File: src/hw/pepp_pkg.sv
// constants and types shared by the parallel eeprom page-program host
package pepp_pkg;
  // clock period of the host logic
  localparam int CLK_PERIOD_NS = 10;
  // least write strobe low time, rounded up to whole cycles
  localparam int WP_NS = 200;
  localparam int WP_CYC = (WP_NS + CLK_PERIOD_NS - 1) / CLK_PERIOD_NS;
  // least write strobe high time between two strobes
  localparam int WPH_NS = 100;
  localparam int WPH_CYC = (WPH_NS + CLK_PERIOD_NS - 1) / CLK_PERIOD_NS;
  // worst address/select to data delay on a read
  localparam int ACC_NS = 200;
  localparam int ACC_CYC = (ACC_NS + CLK_PERIOD_NS - 1) / CLK_PERIOD_NS;
  // least output gate high pulse between two status reads
  localparam int OEHP_NS = 150;
  localparam int OEHP_CYC = (OEHP_NS + CLK_PERIOD_NS - 1) / CLK_PERIOD_NS;
  // byte_load_window, a longest time, so rounded down
  localparam int BLC_US = 150;
  localparam int BLC_CYC = BLC_US * 1000 / CLK_PERIOD_NS;
  // internal_program_period, the host waits at least this long before giving up
  localparam int PGM_MS = 10;
  localparam int PGM_CYC = (PGM_MS * 1000000 + CLK_PERIOD_NS - 1) / CLK_PERIOD_NS;
  // hold time of the high-voltage erase condition, same figure as a program period
  localparam int ERASE_CYC = PGM_CYC;
  // bytes in one page and width of the byte_in_page_bits field
  localparam int PAGE_BYTES = 64;
  localparam int PAGE_LSB = 6;
  // write_unlock_protection command words (address, data); values are arbitrary
  localparam logic [14:0] UNLOCK_ADDR0 = 15'h1555;
  localparam logic [14:0] UNLOCK_ADDR1 = 15'h0AAA;
  localparam logic [14:0] UNLOCK_ADDR2 = 15'h1555;
  localparam logic [7:0] UNLOCK_DATA0 = 8'hAA;
  localparam logic [7:0] UNLOCK_DATA1 = 8'h55;
  localparam logic [7:0] UNLOCK_DATA2 = 8'hA0;
  // bit positions of the two status bits returned while programming
  localparam int POLLING_STATUS_BIT = 7;
  localparam int ALTERNATING_STATUS_BIT = 6;
  // user command codes
  typedef enum logic [1:0] {
    PEPP_OP_READ = 2'b00,
    PEPP_OP_WRITE = 2'b01,
    PEPP_OP_ERASE = 2'b10
  } pepp_op_type;
  // sequencer states
  typedef enum logic [2:0] {
    PEPP_IDLE = 3'b000,
    PEPP_WLOW = 3'b001,
    PEPP_WHIGH = 3'b010,
    PEPP_GAP = 3'b011,
    PEPP_PWAIT = 3'b100,
    PEPP_RLOW = 3'b101,
    PEPP_RHIGH = 3'b110,
    PEPP_ERASE = 3'b111
  } pepp_st_type;
endpackage : pepp_pkg

File: src/hw/pepp_host.sv
// host controller driving a byte-wide parallel eeprom through its pins
//
// Contract
// - write only: select low, gate high, strobe low
// - erase: select, strobe low, gate high-voltage
// - next byte within byte_load_window, else programs
// - one to sixty-four bytes per page
// - three unlock writes precede every write; the host sends them only before the first byte of each page load
// - page_select_bits constant across one page load
`timescale 1ns/100ps
module pepp_host #(
  parameter int BLC_CYCLES = pepp_pkg::BLC_CYC,
  parameter int PGM_CYCLES = pepp_pkg::PGM_CYC,
  parameter int ERASE_CYCLES = pepp_pkg::ERASE_CYC
) (
  input wire logic clk,
  input wire logic rst_b,
  input wire logic clk_en,
  // user command port
  input wire logic cmd_valid,
  output logic cmd_ready,
  input wire logic [1:0] cmd_op,
  input wire logic [14:0] cmd_addr,
  input wire logic [7:0] cmd_wdata,
  input wire logic cmd_last,
  output logic rd_valid,
  output logic [7:0] rd_data,
  output logic wr_done,
  output logic wr_timeout,
  output logic busy,
  // eeprom pins
  output logic ee_ce_b,
  output logic ee_oe_b,
  output logic ee_oe_hv,
  output logic ee_we_b,
  output logic [14:0] ee_addr,
  output logic [7:0] ee_data_o,
  output logic ee_data_oe_b,
  input wire logic [7:0] ee_data_i
);

  // whole state of the host in one word
  typedef struct packed {
    pepp_pkg::pepp_st_type st; // sequencer state
    logic [19:0] cnt; // phase timer inside one pin cycle
    logic [19:0] bw; // cycles since the last strobe fell
    logic [19:0] pgm; // cycles since the page load closed
    logic [1:0] unl; // unlock words sent, 3 means user bytes follow
    logic [6:0] nb; // user bytes loaded in this page
    logic [14:0] addr; // last user address written
    logic [7:0] wdat; // last user byte written
    logic [7:0] rdat; // byte just read
    logic [7:0] prev; // previous status read
    logic first; // no earlier status read yet
    logic last_seen; // user flagged the final byte
    logic poll; // current read is a status poll
    logic rd_valid;
    logic wr_done;
    logic wr_timeout;
    logic ce_b;
    logic oe_b;
    logic oe_hv;
    logic we_b;
    logic [14:0] pa; // address on the pins
    logic [7:0] pd; // data on the pins
    logic drv_b; // low while the host drives the data pins
  } pepp_state_type;

  pepp_state_type r;
  pepp_state_type next_r;
  logic accept_gap; // a further page byte is taken this cycle

  // unlock command address for step idx
  function automatic logic [14:0] unlock_addr(input logic [1:0] idx);
    unique case (idx)
      2'h0: unlock_addr = pepp_pkg::UNLOCK_ADDR0;
      2'h1: unlock_addr = pepp_pkg::UNLOCK_ADDR1;
      default: unlock_addr = pepp_pkg::UNLOCK_ADDR2;
    endcase
  endfunction : unlock_addr

  // unlock command data for step idx
  function automatic logic [7:0] unlock_data(input logic [1:0] idx);
    unique case (idx)
      2'h0: unlock_data = pepp_pkg::UNLOCK_DATA0;
      2'h1: unlock_data = pepp_pkg::UNLOCK_DATA1;
      default: unlock_data = pepp_pkg::UNLOCK_DATA2;
    endcase
  endfunction : unlock_data

  // a page byte is taken only while the window is surely open, on the same page, below 64 bytes
  assign accept_gap = (r.st == pepp_pkg::PEPP_GAP) && cmd_valid &&
                      (cmd_op == pepp_pkg::PEPP_OP_WRITE) && !r.last_seen &&
                      (cmd_addr[14:pepp_pkg::PAGE_LSB] == r.addr[14:pepp_pkg::PAGE_LSB]) &&
                      (r.nb < 7'(pepp_pkg::PAGE_BYTES)) &&
                      ((r.bw + 20'h2) < 20'(BLC_CYCLES));
  assign cmd_ready = (r.st == pepp_pkg::PEPP_IDLE) || accept_gap;

  // next-state logic
  always_comb
  begin
    next_r = r;
    next_r.rd_valid = 1'b0;
    next_r.wr_done = 1'b0;
    next_r.wr_timeout = 1'b0;
    next_r.cnt = r.cnt + 20'h1;
    // byte window and program timers saturate rather than wrap
    if (r.bw != 20'hFFFFF)
    begin
      next_r.bw = r.bw + 20'h1;
    end
    if (r.pgm != 20'hFFFFF)
    begin
      next_r.pgm = r.pgm + 20'h1;
    end
    unique case (r.st)
      pepp_pkg::PEPP_IDLE:
      begin
        next_r.cnt = 20'h0;
        if (cmd_valid)
        begin
          if (cmd_op == pepp_pkg::PEPP_OP_READ)
          begin
            // plain read: select and gate low, strobe stays high
            next_r.pa = cmd_addr;
            next_r.ce_b = 1'b0;
            next_r.oe_b = 1'b0;
            next_r.poll = 1'b0;
            next_r.st = pepp_pkg::PEPP_RLOW;
          end
          else if (cmd_op == pepp_pkg::PEPP_OP_WRITE)
          begin
            // each write opens with the unlock words since protection re-armed
            next_r.addr = cmd_addr;
            next_r.wdat = cmd_wdata;
            next_r.last_seen = cmd_last;
            next_r.unl = 2'h0;
            next_r.nb = 7'h0;
            next_r.pa = unlock_addr(2'h0);
            next_r.pd = unlock_data(2'h0);
            next_r.ce_b = 1'b0;
            next_r.oe_b = 1'b1;
            next_r.we_b = 1'b0;
            next_r.drv_b = 1'b0;
            next_r.bw = 20'h0;
            next_r.st = pepp_pkg::PEPP_WLOW;
          end
          else if (cmd_op == pepp_pkg::PEPP_OP_ERASE)
          begin
            // erase: data pins left floating while the gate sits at high voltage
            next_r.ce_b = 1'b0;
            next_r.we_b = 1'b0;
            next_r.oe_b = 1'b1;
            next_r.oe_hv = 1'b1;
            next_r.drv_b = 1'b1;
            next_r.st = pepp_pkg::PEPP_ERASE;
          end
        end
      end
      pepp_pkg::PEPP_WLOW:
      begin
        // hold the strobe low for the least pulse width
        if (r.cnt == 20'(pepp_pkg::WP_CYC - 1))
        begin
          next_r.we_b = 1'b1;
          next_r.cnt = 20'h0;
          next_r.st = pepp_pkg::PEPP_WHIGH;
        end
      end
      pepp_pkg::PEPP_WHIGH:
      begin
        // strobe high time; data held through it, then next word or the gap
        if (r.cnt == 20'(pepp_pkg::WPH_CYC - 1))
        begin
          next_r.cnt = 20'h0;
          if (r.unl != 2'h3)
          begin
            next_r.unl = r.unl + 2'h1;
            next_r.pa = (r.unl == 2'h2) ? r.addr : unlock_addr(r.unl + 2'h1);
            next_r.pd = (r.unl == 2'h2) ? r.wdat : unlock_data(r.unl + 2'h1);
            next_r.we_b = 1'b0;
            next_r.bw = 20'h0;
            next_r.st = pepp_pkg::PEPP_WLOW;
          end
          else
          begin
            // user byte done: release the bus and wait for the next one
            next_r.nb = r.nb + 7'h1;
            next_r.ce_b = 1'b1;
            next_r.drv_b = 1'b1;
            next_r.st = pepp_pkg::PEPP_GAP;
          end
        end
      end
      pepp_pkg::PEPP_GAP:
      begin
        if (accept_gap)
        begin
          next_r.addr = cmd_addr;
          next_r.wdat = cmd_wdata;
          next_r.last_seen = cmd_last;
          next_r.pa = cmd_addr;
          next_r.pd = cmd_wdata;
          next_r.ce_b = 1'b0;
          next_r.we_b = 1'b0;
          next_r.drv_b = 1'b0;
          next_r.bw = 20'h0;
          next_r.cnt = 20'h0;
          next_r.st = pepp_pkg::PEPP_WLOW;
        end
        else if (r.last_seen || (r.nb == 7'(pepp_pkg::PAGE_BYTES)) || ((r.bw + 20'h2) >= 20'(BLC_CYCLES)) ||
                 (cmd_valid && !accept_gap))
        begin
          // close the page; an unfit command waits in idle until programming ends
          next_r.pgm = 20'h0;
          next_r.st = pepp_pkg::PEPP_PWAIT;
        end
      end
      pepp_pkg::PEPP_PWAIT:
      begin
        // let the window lapse so the device surely started programming
        if (r.bw >= 20'(BLC_CYCLES))
        begin
          next_r.pa = r.addr; // status is read at the last byte written
          next_r.ce_b = 1'b0;
          next_r.oe_b = 1'b0;
          next_r.poll = 1'b1;
          next_r.first = 1'b1;
          next_r.cnt = 20'h0;
          next_r.st = pepp_pkg::PEPP_RLOW;
        end
      end
      pepp_pkg::PEPP_RLOW:
      begin
        // sample after the worst access time, then raise gate and select
        if (r.cnt == 20'(pepp_pkg::ACC_CYC - 1))
        begin
          next_r.rdat = ee_data_i;
          next_r.ce_b = 1'b1;
          next_r.oe_b = 1'b1;
          next_r.cnt = 20'h0;
          next_r.st = pepp_pkg::PEPP_RHIGH;
        end
      end
      pepp_pkg::PEPP_RHIGH:
      begin
        // gate high pulse; also spaces successive status reads
        if (r.cnt == 20'(pepp_pkg::OEHP_CYC - 1))
        begin
          next_r.cnt = 20'h0;
          next_r.st = pepp_pkg::PEPP_IDLE;
          if (!r.poll)
          begin
            next_r.rd_valid = 1'b1;
          end
          else if (!r.first && (r.prev[pepp_pkg::ALTERNATING_STATUS_BIT] ==
                   r.rdat[pepp_pkg::ALTERNATING_STATUS_BIT]) &&
                   (r.rdat[pepp_pkg::POLLING_STATUS_BIT] == r.wdat[pepp_pkg::POLLING_STATUS_BIT]))
          begin
            // both status bits settled: programming over, device re-protected
            next_r.wr_done = 1'b1;
          end
          else if (r.pgm >= 20'(PGM_CYCLES))
          begin
            // no new write was tried meanwhile; the device owes an end by now
            next_r.wr_timeout = 1'b1;
          end
          else
          begin
            next_r.prev = r.rdat;
            next_r.first = 1'b0;
            next_r.ce_b = 1'b0;
            next_r.oe_b = 1'b0;
            next_r.st = pepp_pkg::PEPP_RLOW;
          end
        end
      end
      pepp_pkg::PEPP_ERASE:
      begin
        // hold the erase condition, then drop everything back to standby
        if (r.cnt == 20'(ERASE_CYCLES - 1))
        begin
          next_r.ce_b = 1'b1;
          next_r.we_b = 1'b1;
          next_r.oe_hv = 1'b0;
          next_r.wr_done = 1'b1;
          next_r.cnt = 20'h0;
          next_r.st = pepp_pkg::PEPP_IDLE;
        end
      end
    endcase
  end

  // state register; the clock enable freezes everything except the synchronous reset
  always_ff @(posedge clk)
  begin
    if (!rst_b)
    begin
      r <= '0;
      r.st <= pepp_pkg::PEPP_IDLE;
      r.ce_b <= 1'b1; // standby after reset
      r.oe_b <= 1'b1;
      r.we_b <= 1'b1;
      r.drv_b <= 1'b1;
    end
    else if (clk_en)
    begin
      r <= next_r;
    end
  end

  // outputs straight from the state word
  assign rd_valid = r.rd_valid;
  assign rd_data = r.rdat;
  assign wr_done = r.wr_done;
  assign wr_timeout = r.wr_timeout;
  assign busy = (r.st != pepp_pkg::PEPP_IDLE);
  assign ee_ce_b = r.ce_b;
  assign ee_oe_b = r.oe_b;
  assign ee_oe_hv = r.oe_hv;
  assign ee_we_b = r.we_b;
  assign ee_addr = r.pa;
  assign ee_data_o = r.pd;
  assign ee_data_oe_b = r.drv_b;

endmodule : pepp_host

File: config.mk
export PLATFORM = sky130hd
export DESIGN_NAME = pepp_host
export DESIGN_NICKNAME = d
export VERILOG_FILES = /design/src/hw/pepp_pkg.sv /design/src/hw/pepp_host.sv
export SDC_FILE = /design/constraint.sdc
export NUM_CORES = 1
export LEC_CHECK = 0
export BUFFER_PORTS_ARGS = -buffer_cell sky130_fd_sc_hd__buf_2
export CAP_MARGIN = 10
export CELL_PAD_IN_SITES_DETAIL_PLACEMENT = 0
export CELL_PAD_IN_SITES_GLOBAL_PLACEMENT = 1
export CORE_MARGIN = 4
export CORE_UTILIZATION = 40
export DETAILED_ROUTE_END_ITERATION = 10
export GPL_ROUTABILITY_DRIVEN = 1
export PLACE_DENSITY = 0.84
export SLEW_MARGIN = 10
export SYNTH_ARGS = -nofsm -noshare
export SYNTH_HDL_FRONTEND = slang
export SYNTH_SLANG_ARGS = --single-unit
File: constraint.sdc
create_clock -name clk -period 2.7 [get_ports clk]
set_input_delay 0.135 -clock clk [delete_from_list [all_inputs] [get_ports clk]]
set_output_delay 0.135 -clock clk [all_outputs]
set_load 0.1 [all_outputs]
==> impl_metrics.json <==
{
  "status": "finished with violations",
  "violations": "setup timing",
  "area_growth_pct": 42.95,
  "required_ps": 3020,
  "dieArea_um2": 22650,
  "maxSlewHeadroom": 0.4700,
  "overflow": 0,
  "drc": 0,
  "synth_top_family_by_area": "simple AND/OR/NAND/NOR gates",
  "finalHoldViolations": 0,
  "fin_cells": 1507,
  "htreeDepth": 4,
  "muxShareOfSynthArea": 0.05962,
  "powerDensity_nw_per_um2": 750.0,
  "vias": 8423,
  "tightest_slew_ps": 795.1,
  "crit_arrival_ps": 3100,
  "maxCapViolations": 0,
  "hold_ws_ps": 163.2,
  "period_minus_slack_ps": 2781,
  "num-nets-final": 1284,
  "ys_ff_latch": 138,
  "dp_hpwl_um": 16030,
  "clock-root-buffer": "clkbuf_16",
  "grt_max_degree": 52,
  "path_delay_family": "compound AO/OA/AOI/OAI gates",
  "synth_compound_area_frac": 0.1807,
  "min_path_type": "input pin to flop",
  "hold_end": "r[124]",
  "rows": 51,
  "slowest_stage": "a2111o_1",
  "layout-drive-gt1-share": 0.3301,
  "synth-edff-count": 0,
  "grt_pass1_vias": 7910,
  "antenna_found_initial": 0,
  "ys_async_sr_fraction": 0,
  "drt_iter0_drc": 626,
  "maxSlewViolCount": 0,
  "path_buf_inv": 3,
  "dp_slack_ps": -295.6,
  "synth.distinct_cells": 73,
  "synthSimpleGateAreaFrac": 0.2539,
  "cts_tree": "done",
  "syn_inst": 1021,
  "timing.rr.end": "ee_ce_b",
  "dieWidth_um": 150.5,
  "crit_type": "flop to flop",
  "io_buffers": 78,
  "cts_buffers": 17,
  "yosysSeqAreaShare": 0.3402,
  "setup_viol": 42,
  "finalSetupTns_ps": -1287,
  "worstRegToRegCells": 10,
  "routed_via_density": 5.589,
  "first_pass_iters": 5,
  "synth_adder_area_share": 0.02619,
  "clkTransAtPathRegs_ps": 60,
  "routed_wl_um": 25910,
  "slowest_delay_ps": 480,
  "fmaxAchievable_mhz": 359.6,
  "endpoint_kind": "flop",
  "p_leak_nw": 4.504,
  "ys.flop_type": "dfxtp_1",
  "io_pins": 79,
  "yosysWarnings": 0,
  "cts_max_path_buffers": 2,
  "ir_worst_vdd_mv": 0.6486,
  "clock_sinks": 138,
  "start_kind": "flop",
  "coreArea_um2": 19720,
  "die_h_um": 150.5,
  "syn_area_um2": 8122,
  "place_inst": 1402,
  "place_congestion": 0.8887,
  "track_usage": 0.2172,
  "r2r_slack_ps": -80,
  "start_util": 0.4119,
  "fin_skew_ps": 10.37,
  "fin_ws_ps": -80.85,
  "clock_latency_ps": 430,
  "synth_xor_xnor_area_share": 0.06255,
  "hp-start": "clk_en",
  "cp_max_fo": 6,
  "grt_first_pass_wirelength_um": 39810,
  "fin_crit_sh": 1.030,
  "holdPathStages": 4,
  "post_drt_wl_per_cell_um": 17.19,
  "antenna_cells": 0,
  "rsz0062_at_grt": "true",
  "worstPathCellList": "buf_6, inv_2, buf_4, a2111o_1, a21oi_4, o22ai_4, or3_4, a311o_1, or3_1, o31a_1",
  "r2r_start": "r[113]",
  "avgSynthCellArea_um2": 7.954,
  "syn_nets": 1076,
  "fillCellCount": 1640,
  "drtAntennaViolNets": 0
}
cell families after synthesis:
| logic type | count (synthesis) |
|---|---|
| adders and majority gates | 17 |
| buffers and inverters | 125 |
| and+or+nand+nor | 420 |
| AOI/OAI and AO/OA | 215 |
| DFF | 138 |
| xor gates and xnor gates | 58 |
| muxes | 48 |
power breakdown:
part           switching [W]  internal, W
registers           0.000109      0.00222
clock network        0.00102      0.00130
logic                0.00273      0.00133
cells in the mapped netlist, types with 15 or more instances:
| master | number | share of area |
|---|---|---|
| clkbuf_1 | 36 | 0.017 |
| dfxtp_1 | 138 | 0.34 |
| nand2_1 | 131 | 0.061 |
| nor3_1 | 20 | 0.012 |
| xor2_1 | 28 | 0.030 |
| mux2i_1 | 45 | 0.055 |
| ha_1 | 17 | 0.026 |
| nand3_1 | 48 | 0.030 |
| nor2_1 | 103 | 0.048 |
| o21ai_0 | 43 | 0.026 |
| nor4_1 | 15 | 0.012 |
| xnor2_1 | 30 | 0.032 |
| and3_1 | 18 | 0.014 |
| buf_4 | 34 | 0.031 |
| inv_1 | 35 | 0.016 |
| a21oi_1 | 48 | 0.030 |
| a211oi_1 | 20 | 0.018 |
| nand4_1 | 22 | 0.017 |
registers in the layout, indices dropped and copies added, names as in the netlist:
name	count
ee_addr	15
ee_ce_b	1
rd_data	8
ee_we_b	1
rd_valid	1
ee_oe_hv	1
r	99
wr_done	1
wr_timeout	1
ee_oe_b	1
ee_data_o	8
ee_data_oe_b	1
tightest hold or removal path: stages:
cell and delay (ps):
buf_2 190, nand2_1 70, nand3_1 90, o22ai_2 60
repair_timing:
action | CTS | global route
pin swaps | 11 | 68
gates cloned | 4 | 6
setup buffers | 13 | 20
hold buffers | 32 | 0
setup endpoints to repair | 111 | 88
gates resized for setup | 44 | 149
endpoints found under the hold margin | 32 | 0
cell usage in the layout, fill, tap and decap left out, drive strengths merged, types with 21 or more instances in the layout:
cell type and n:
xor2 28, nor3 21, buf 241, dlygate4sd3 32, nand4 24, a21oi 51
mux2i 45, nor2 103, dfxtp 138, xnor2 30, o21ai 46, clkbuf 21
nand2 132, inv 44, nand3 48
final cells by class:
class	count	area, um2	area share
multi-input cells	759	5518	0.4753
clock buffers	17	425.4	0.03664
repair buffers	277	2253	0.1941
inverters	36	135.1	0.01164
flip-flops and latches	138	2791	0.2404
clock inverters	15	155.1	0.01336
well taps	265	331.6	0.02856
layer usage:
metal | GRT usage | up-vias | share of wire
li1 | - | 4044 | -
met1 | 0.2797 | 4044 | 0.43
met2 | 0.3644 | 286 | 0.49
met3 | 0.04636 | 49 | 0.056
met4 | 0.06725 | 0 | 0.019
met5 | 0 | - | 0
worst max-delay path by stage:
stage | from | end | slack (ps) | cells past startpoint
finish | r[113] | ee_ce_b | -80 | 10
global route | r[122] | ee_ce_b | -180 | 9
CTS | r[113] | ee_ce_b | -50 | 10
detailed placement | r[110] | r[62] | -300 | 9
global placement | r[110] | ee_data_oe_b | -270 | 9
floorplan | r[103] | r[118] | 7 | 11
per-stage QoR:
stage	area (um2)	util	total power [W]
final	11610	0.5888	0.008708
after floorplan	8165	-	0.005082
after global placement	9427	0.4781	0.005887
after detailed placement	9427	0.4781	0.005902
after CTS	10680	0.5416	0.008393
after global routing	11610	0.5888	0.009101
Note: power is estimated with default switching activity, not from simulation.
